$ cat src/int_ops_map.vh
// constants for the interrupt instruction group and its register map
`ifndef INT_OPS_MAP_VH
`define INT_OPS_MAP_VH

// ==========================================================
// instruction word
`define OP_W                     10
`define NIB_W                    4
`define OP_IRQ_DISABLE           10'h004
`define OP_IRQ_ENABLE            10'h005
`define OP_SKIP_EXT0_REQUEST     10'h038
`define OP_SKIP_PIN_LEVEL        10'h03a
`define OP_READ_INT_CTRL_ONE     10'h054
`define OP_WRITE_INT_CTRL_ONE    10'h03f
`define OP_READ_INT_CTRL_TWO     10'h055
`define OP_WRITE_INT_CTRL_TWO    10'h03e
`define OP_READ_INT_CTRL_THREE   10'h253
`define OP_WRITE_INT_CTRL_THREE  10'h217

// ==========================================================
// field positions
`define EXT0_ENABLE_BIT          0
`define PIN_LEVEL_SELECT_BIT     2
`define STAT_IRQ_ENABLE_BIT      0
`define STAT_EXT0_FLAG_BIT       1
`define STAT_PIN_LEVEL_BIT       2

// ==========================================================
// reset values
`define CTRL_RESET               4'h0
`define FLAG_RESET               1'b0

// ==========================================================
// apb register map, byte addresses
`define APB_ADDR_W               8
`define APB_DATA_W               32
`define ADDR_INT_CTRL_ONE        8'h00
`define ADDR_INT_CTRL_TWO        8'h04
`define ADDR_INT_CTRL_THREE      8'h08
`define ADDR_IRQ_STATUS          8'h0c
`define APB_ZERO                 32'h00000000

`endif

$ cat src/int_ops_unit.v
// execute logic and apb registers for the interrupt instruction group
//
// How it works
// - opcode 0x004 clears global interrupt enable
// - opcode 0x005 sets global interrupt enable
// - 0x038, enable bit 0: flag set skips, clears
// - 0x038, enable bit 1: acts as nop
// - ext0 enable bit is control one bit 0
// - 0x03a, select 1: skip when pin high
// - 0x03a, select 0: skip when pin low
// - pin select bit is control three bit 2
// - 0x054 copies control one to accumulator
// - 0x03f loads control one from accumulator
// - 0x055 copies control two to accumulator
// - 0x03e loads control two from accumulator
// - 0x253 copies control three to accumulator
// - 0x217 loads control three from accumulator
`timescale 1ns/1ps
`include "int_ops_map.vh"

module int_ops_unit (
    input  wire                   clk,
    input  wire                   rst,
    // instruction side
    input  wire                   exec_valid,
    input  wire [`OP_W-1:0]       opcode,
    input  wire [`NIB_W-1:0]      acc_in,
    input  wire                   int_pin,
    input  wire                   ext0_event,
    output reg                    acc_load,
    output reg  [`NIB_W-1:0]      acc_out,
    output reg                    skip_next,
    output reg                    global_irq_enable_flag,
    output reg                    ext0_request_flag,
    output reg  [`NIB_W-1:0]      int_ctrl_reg_one,
    output reg  [`NIB_W-1:0]      int_ctrl_reg_two,
    output reg  [`NIB_W-1:0]      int_ctrl_reg_three,
    // apb slave
    input  wire                   psel,
    input  wire                   penable,
    input  wire                   pwrite,
    input  wire [`APB_ADDR_W-1:0] paddr,
    input  wire [`APB_DATA_W-1:0] pwdata,
    output reg                    pready,
    output reg  [`APB_DATA_W-1:0] prdata,
    output reg                    pslverr
);

// ==========================================================
// decode
wire irq_disable_op;
wire irq_enable_op;
wire skip_on_ext0_request_op;
wire skip_on_pin_level_op;
wire read_int_ctrl_one_op;
wire write_int_ctrl_one_op;
wire read_int_ctrl_two_op;
wire write_int_ctrl_two_op;
wire read_int_ctrl_three_op;
wire write_int_ctrl_three_op;

int_ops_decode u_decode (
    .opcode                  (opcode),
    .valid                   (exec_valid),
    .irq_disable_op          (irq_disable_op),
    .irq_enable_op           (irq_enable_op),
    .skip_on_ext0_request_op (skip_on_ext0_request_op),
    .skip_on_pin_level_op    (skip_on_pin_level_op),
    .read_int_ctrl_one_op    (read_int_ctrl_one_op),
    .write_int_ctrl_one_op   (write_int_ctrl_one_op),
    .read_int_ctrl_two_op    (read_int_ctrl_two_op),
    .write_int_ctrl_two_op   (write_int_ctrl_two_op),
    .read_int_ctrl_three_op  (read_int_ctrl_three_op),
    .write_int_ctrl_three_op (write_int_ctrl_three_op)
);

// ==========================================================
// field views
wire ext0_enable_bit;
wire pin_level_select_bit;

assign ext0_enable_bit      = int_ctrl_reg_one[`EXT0_ENABLE_BIT];
assign pin_level_select_bit = int_ctrl_reg_three[`PIN_LEVEL_SELECT_BIT];

// ==========================================================
// skip tests
wire ext0_skip;
wire pin_skip;

// enable bit set turns the test into a nop: no skip, no clear
assign ext0_skip = skip_on_ext0_request_op && !ext0_enable_bit
                   && ext0_request_flag;
assign pin_skip  = skip_on_pin_level_op
                   && (int_pin == pin_level_select_bit);

reg next_skip;

// only one opcode is live per cycle, so the two tests never compete
// a skip pulse lasts one cycle; the sequencer drops the next fetch
always @* begin
    next_skip = 1'b0;
    if (ext0_skip) begin
        next_skip = 1'b1;
    end
    if (pin_skip) begin
        next_skip = 1'b1;
    end
end

// ==========================================================
// apb phase decode
wire       apb_done;
wire       apb_wr;
wire       addr_hit;
wire       wr_ctrl_one;
wire       wr_ctrl_two;
wire       wr_ctrl_three;
wire       wr_status;

// a write lands only on the edge at which the master sees pready
assign apb_done      = psel && penable && pready;
assign apb_wr        = apb_done && pwrite;
assign addr_hit      = (paddr == `ADDR_INT_CTRL_ONE)
                       || (paddr == `ADDR_INT_CTRL_TWO)
                       || (paddr == `ADDR_INT_CTRL_THREE)
                       || (paddr == `ADDR_IRQ_STATUS);
assign wr_ctrl_one   = apb_wr && (paddr == `ADDR_INT_CTRL_ONE);
assign wr_ctrl_two   = apb_wr && (paddr == `ADDR_INT_CTRL_TWO);
assign wr_ctrl_three = apb_wr && (paddr == `ADDR_INT_CTRL_THREE);
assign wr_status     = apb_wr && (paddr == `ADDR_IRQ_STATUS);

// ==========================================================
// control register one
reg [`NIB_W-1:0] next_ctrl_one;

// instruction beats software on a same-cycle write
always @* begin
    next_ctrl_one = int_ctrl_reg_one;
    if (write_int_ctrl_one_op) begin
        next_ctrl_one = acc_in;
    end else if (wr_ctrl_one) begin
        next_ctrl_one = pwdata[`NIB_W-1:0];
    end
end

always @(posedge clk or posedge rst) begin
    if (rst) begin
        int_ctrl_reg_one <= `CTRL_RESET;
    end else begin
        int_ctrl_reg_one <= next_ctrl_one;
    end
end

// ==========================================================
// control register two
reg [`NIB_W-1:0] next_ctrl_two;

always @* begin
    next_ctrl_two = int_ctrl_reg_two;
    if (write_int_ctrl_two_op) begin
        next_ctrl_two = acc_in;
    end else if (wr_ctrl_two) begin
        next_ctrl_two = pwdata[`NIB_W-1:0];
    end
end

always @(posedge clk or posedge rst) begin
    if (rst) begin
        int_ctrl_reg_two <= `CTRL_RESET;
    end else begin
        int_ctrl_reg_two <= next_ctrl_two;
    end
end

// ==========================================================
// control register three
reg [`NIB_W-1:0] next_ctrl_three;

always @* begin
    next_ctrl_three = int_ctrl_reg_three;
    if (write_int_ctrl_three_op) begin
        next_ctrl_three = acc_in;
    end else if (wr_ctrl_three) begin
        next_ctrl_three = pwdata[`NIB_W-1:0];
    end
end

always @(posedge clk or posedge rst) begin
    if (rst) begin
        int_ctrl_reg_three <= `CTRL_RESET;
    end else begin
        int_ctrl_reg_three <= next_ctrl_three;
    end
end

// ==========================================================
// global interrupt enable
reg next_irq_enable;

always @* begin
    next_irq_enable = global_irq_enable_flag;
    if (irq_disable_op) begin
        next_irq_enable = 1'b0;
    end else if (irq_enable_op) begin
        next_irq_enable = 1'b1;
    end else if (wr_status) begin
        next_irq_enable = pwdata[`STAT_IRQ_ENABLE_BIT];
    end
end

always @(posedge clk or posedge rst) begin
    if (rst) begin
        global_irq_enable_flag <= `FLAG_RESET;
    end else begin
        global_irq_enable_flag <= next_irq_enable;
    end
end

// ==========================================================
// external-0 request flag
reg  next_ext0_flag;
wire ext0_sw_clear;

// software clears by writing one; a request in the same cycle wins
assign ext0_sw_clear = wr_status && pwdata[`STAT_EXT0_FLAG_BIT];

always @* begin
    next_ext0_flag = ext0_request_flag;
    if (ext0_skip || ext0_sw_clear) begin
        next_ext0_flag = 1'b0;
    end
    if (ext0_event) begin
        next_ext0_flag = 1'b1;
    end
end

always @(posedge clk or posedge rst) begin
    if (rst) begin
        ext0_request_flag <= `FLAG_RESET;
    end else begin
        ext0_request_flag <= next_ext0_flag;
    end
end

// ==========================================================
// accumulator transfer and skip result
reg              next_acc_load;
reg [`NIB_W-1:0] next_acc_out;

always @* begin
    next_acc_load = 1'b0;
    next_acc_out  = acc_out;
    if (read_int_ctrl_one_op) begin
        next_acc_load = 1'b1;
        next_acc_out  = int_ctrl_reg_one;
    end else if (read_int_ctrl_two_op) begin
        next_acc_load = 1'b1;
        next_acc_out  = int_ctrl_reg_two;
    end else if (read_int_ctrl_three_op) begin
        next_acc_load = 1'b1;
        next_acc_out  = int_ctrl_reg_three;
    end
end

// results are registered so the sequencer sees them one edge later
always @(posedge clk or posedge rst) begin
    if (rst) begin
        acc_load  <= 1'b0;
        acc_out   <= `CTRL_RESET;
        skip_next <= 1'b0;
    end else begin
        acc_load  <= next_acc_load;
        acc_out   <= next_acc_out;
        skip_next <= next_skip;
    end
end

// ==========================================================
// apb read mux
reg [`APB_DATA_W-1:0] rd_word;
// upper data bits read zero; status bits are live, not latched

always @* begin
    rd_word = `APB_ZERO;
    case (paddr)
        `ADDR_INT_CTRL_ONE: begin
            rd_word[`NIB_W-1:0] = int_ctrl_reg_one;
        end
        `ADDR_INT_CTRL_TWO: begin
            rd_word[`NIB_W-1:0] = int_ctrl_reg_two;
        end
        `ADDR_INT_CTRL_THREE: begin
            rd_word[`NIB_W-1:0] = int_ctrl_reg_three;
        end
        `ADDR_IRQ_STATUS: begin
            rd_word[`STAT_IRQ_ENABLE_BIT] = global_irq_enable_flag;
            rd_word[`STAT_EXT0_FLAG_BIT]  = ext0_request_flag;
            rd_word[`STAT_PIN_LEVEL_BIT]  = int_pin;
        end
        default: begin
            rd_word = `APB_ZERO;
        end
    endcase
end

// ==========================================================
// apb answer: one wait state keeps pready, prdata on flops
wire                  apb_access;
wire                  apb_rd_access;
reg                   next_pready;
reg [`APB_DATA_W-1:0] next_prdata;
reg                   next_pslverr;

// pready is built from itself, so it drops once the master has seen it
assign apb_access    = psel && penable && !pready;
assign apb_rd_access = apb_access && !pwrite;

// an unmapped address answers with an error after the same one wait state rather than stall
always @* begin
    next_pready  = apb_access;
    next_prdata  = `APB_ZERO;
    next_pslverr = 1'b0;
    if (apb_access) begin
        next_pslverr = !addr_hit;
    end
    if (apb_rd_access) begin
        next_prdata = rd_word;
    end
end

always @(posedge clk or posedge rst) begin
    if (rst) begin
        pready  <= 1'b0;
        prdata  <= `APB_ZERO;
        pslverr <= 1'b0;
    end else begin
        pready  <= next_pready;
        prdata  <= next_prdata;
        pslverr <= next_pslverr;
    end
end

endmodule

$ cat src/int_ops_decode.v
// opcode decoder for the interrupt instruction group
`timescale 1ns/1ps
`include "int_ops_map.vh"

module int_ops_decode (
    input  wire [`OP_W-1:0] opcode,
    input  wire             valid,
    output wire             irq_disable_op,
    output wire             irq_enable_op,
    output wire             skip_on_ext0_request_op,
    output wire             skip_on_pin_level_op,
    output wire             read_int_ctrl_one_op,
    output wire             write_int_ctrl_one_op,
    output wire             read_int_ctrl_two_op,
    output wire             write_int_ctrl_two_op,
    output wire             read_int_ctrl_three_op,
    output wire             write_int_ctrl_three_op
);

// ==========================================================
// full ten-bit compare, no partial decode
assign irq_disable_op          = valid && (opcode == `OP_IRQ_DISABLE);
assign irq_enable_op           = valid && (opcode == `OP_IRQ_ENABLE);
assign skip_on_ext0_request_op = valid && (opcode == `OP_SKIP_EXT0_REQUEST);
assign skip_on_pin_level_op    = valid && (opcode == `OP_SKIP_PIN_LEVEL);
assign read_int_ctrl_one_op    = valid && (opcode == `OP_READ_INT_CTRL_ONE);
assign write_int_ctrl_one_op   = valid && (opcode == `OP_WRITE_INT_CTRL_ONE);
assign read_int_ctrl_two_op    = valid && (opcode == `OP_READ_INT_CTRL_TWO);
assign write_int_ctrl_two_op   = valid && (opcode == `OP_WRITE_INT_CTRL_TWO);
assign read_int_ctrl_three_op  = valid && (opcode == `OP_READ_INT_CTRL_THREE);
assign write_int_ctrl_three_op = valid && (opcode == `OP_WRITE_INT_CTRL_THREE);

endmodule

$ cat config.mk
export PLATFORM = sky130hd
export DESIGN_NAME = int_ops_unit
export DESIGN_NICKNAME = d
export VERILOG_FILES = /design/src/int_ops_unit.v /design/src/int_ops_decode.v
export VERILOG_INCLUDE_DIRS = /design/src
export SDC_FILE = /design/constraint.sdc
export NUM_CORES = 1
export LEC_CHECK = 0
export ABC_CLOCK_PERIOD_IN_PS = 1770
export BUFFER_PORTS_ARGS = -buffer_cell sky130_fd_sc_hd__buf_2
export CAP_MARGIN = 40
export CELL_PAD_IN_SITES_DETAIL_PLACEMENT = 1
export CELL_PAD_IN_SITES_GLOBAL_PLACEMENT = 1
export CORE_ASPECT_RATIO = 1.75
export CORE_UTILIZATION = 31
export CTS_CLUSTER_DIAMETER = 40
export CTS_CLUSTER_SIZE = 12
export DETAILED_ROUTE_END_ITERATION = 10
export PLACE_DENSITY = 0.87
export SYNTH_ARGS = -nofsm -noshare
export SYNTH_HDL_FRONTEND = slang
export SYNTH_HIERARCHICAL = 1
export SYNTH_SLANG_ARGS = --single-unit
$ cat constraint.sdc
create_clock -name clk -period 1.77 [get_ports clk]
set_clock_uncertainty 0.2 [all_clocks]
set_input_delay 0.0885 -clock clk [delete_from_list [all_inputs] [get_ports clk]]
set_output_delay 0.0885 -clock clk [all_outputs]
set_load 0.02 [all_outputs]
==> results.ini <==
[detailed_routing]
vias=1886
vias_per_cell=5.24
drtIter0Drc=32
wl_um=6200
drtPass1Iterations=5
wl_per_cell_um=17.2
drcViolationCount=0
ant_nets=0

[grt]
grt_max_degree=27
grt-ovfl-total=0
first_global_vias=2026
antenna_found_initial=0
grt_usage_pct=20.0
grt_pass1_wl_um=9770

[synth]
yosys.cell_types.count=46
synth_cells=194
synth_warnings=6
synth_top_area_share_pct=33.3
seq_area_frac_synth_pct=33.3
ys_dominant_reg_cell=dfrtp_1
syn_area_um2=1950
syn_area_per_cell_um2=10.1
yosysTopAreaCell=dfrtp_1
async_flop_share_pct=100
ys_seq_elements=26
synth-edff-count=0
synthTopCellsByArea=dfrtp_1 (33%), buf_4 (12%), mux2_2 (5.8%), a41oi_1 (4.0%), o41ai_1 (4.0%)

[critical_path]
slowest_stage=or4b_4
cp_max_fo=5
critPathMaxStageDelay_ns=0.56
required_ns=1.74
critPathKind=primary input to register
end_kind=register
cp_data_arrival_time_ns=1.72
crit_chain=buf_6, or4b_4, nor4_4, buf_6, mux2_4, mux2_4
startpoint_type=primary input

[cts]
clk_pin_slew_ns=0.09
cts.htree.levels=1
cts.path.max_buffers=2
tritoncts=done
insertion_delay_ns=0.28
cts-root-buf=clkbuf_8
cts_sinks=26
cts_buffers=3

[sta]
fin_crit_sh_pct=98.9
final-setup-viol-count=0
min_period_ns=1.75
finalMaxSlewViolations=0
fmax_mhz=571
rsz0062_at_grt=true
fin_tns_setup_ns=0
finalHoldViolCount=0

[finish]
antenna-diode-count=0
final_cells=360
mostFrequentLayoutCells=buf_2 (57), conb_1 (28), buf_4 (27), dfrtp_1 (26), a21oi_1 (11)
layout_commonest_cell=buf_2
drive_above_1_share_pct=43.3
synthToLayoutAreaGrowth_pct=34.8
fin_area_um2=2630
finish.net_count=345

[floorplanning]
ios=116
die-height_um=107
start_util_pct=32.7
dieArea_um2=6640
core_area_um2=5970
rows=37
die_w_um=62.0

[run]
cap_violations=0

[placed_design]
placed_area_um2=2390
port_buffers=59
post-place-cells=346
hpwlAfterDp_um=4730
place_congestion=0.846

[pwr]
power_density_nw_per_um2=539
worst_ir_drop_vdd_uv=402
power_leakage_nw=1.28

[worst_hold_path]
hp-class=primary input to register

[outcome]
status=finished clean

## final cells by class
| cell class | instances | area [µm²] |
|---|---|---|
| Timing Repair Buffer | 96 | 612 |
| Clock buffer | 3 | 41.3 |
| Fill cell | 718 | 3340 |
| Inverter | 5 | 18.8 |
| Sequential cell | 26 | 651 |
| Tap cell | 78 | 97.6 |
| Multi-Input combinational cell | 151 | 1180 |
| Clock inverter | 1 | 30.0 |
## final timing paths
path / endpoint / depth (start not counted) / from / slack (ns)
worst min register to register: acc_out[3]$_DFFE_PP0P_ / 2 / acc_out[3]$_DFFE_PP0P_ / 0.33
worst min-delay path: prdata[0]$_DFF_PP0_ / 4 / pwrite / 0.01
worst max-delay path: int_ctrl_reg_three[1]$_DFFE_PP0P_ / 6 / opcode[3] / 0.02
max in group asynchronous: prdata[1]$_DFF_PP0_ / 4 / rst / 0.90
worst max register to register: int_ctrl_reg_three[1]$_DFFE_PP0P_ / 3 / pready$_DFF_PP0_ / 0.09
min in group asynchronous: int_ctrl_reg_three[0]$_DFFE_PP0P_ / 4 / rst / 0.21
## repair_timing
action	CTS	global route
setup endpoints to repair	4	7
resized for setup	11	3
pin swaps	2	1
buffers inserted	1	0
hold buffers	9	0
hold endpoints to repair	38	0
## flip-flops by register name, indices dropped and copies added (netlist names)
signal                  count
pslverr                     1
ext0_request_flag           1
skip_next                   1
global_irq_enable_flag      1
acc_load                    1
int_ctrl_reg_one            4
pready                      1
prdata                      4
int_ctrl_reg_three          4
int_ctrl_reg_two            4
acc_out                     4
## worst max-delay path: cells and delay by family
family,cells,cell delay (ns)
multiplexers,2,0.56
buffers and inverters,2,0.26
AND/OR/NAND/NOR,2,0.80
## power breakdown
part	switching (W)	internal (W)	total, W
Combinational	0.000184	0.000116	0.000301
Clock	0.000197	0.000303	0.000500
Sequential	0.0000145	0.000604	0.000618
## synthesized netlist by cell type, types with 2 or more instances
library cell / n
nor3_1: 2
a22oi_1: 2
buf_6: 2
o41ai_1: 9
nand3_1: 3
dfrtp_1: 26
nor2b_1: 8
clkbuf_8: 2
or2_2: 3
and3b_1: 6
clkbuf_1: 2
nand2_1: 6
mux2i_1: 3
mux4_2: 3
nand2b_1: 3
nand4b_1: 2
nor4_2: 4
mux2_2: 10
a21oi_1: 11
or4b_1: 2
nor4_1: 7
nor2_1: 3
a41oi_1: 9
buf_4: 30
o21ai_0: 5
and2b_2: 2
and2b_1: 2
inv_1: 5
buf_2: 2
nor3b_1: 4
## cells by family after synthesis
family,after synthesis,synth area share (%)
other,1,0.192
AND/OR/NAND/NOR,65,23.9
multiplexers,16,10.8
buffers and inverters,44,16.2
XOR/XNOR,1,0.448
flip-flops,26,33.3
AO/OA/AOI/OAI,41,15.2
## through the flow
| step | total power [W] | utilization, % | setup slack [ns] | hold slack [ns] |
|---|---|---|---|---|
| after floorplan | 0.000841 | - | -0.128 | -0.0715 |
| after global placement | 0.000894 | 40.1 | -0.289 | -0.0405 |
| after detailed placement | 0.000902 | 40.1 | -0.330 | -0.0312 |
| after CTS | 0.00142 | 43.8 | -0.0259 | 0.0206 |
| after global routing | 0.00148 | 44.1 | -0.000854 | 0.0172 |
| final | 0.00142 | 44.1 | 0.0200 | 0.0127 |
## metal layers
| layer | wire length (µm) | part of all wire, % | track usage, % |
|---|---|---|---|
| met5 | 0 | 0 | 0 |
| met4 | 389 | 6.3 | 13.5 |
| met3 | 282 | 4.5 | 2.17 |
| met2 | 3420 | 55 | 35.6 |
| met1 | 2110 | 34 | 20.5 |
No activity file was read; power rests on OpenSTA's default activity.
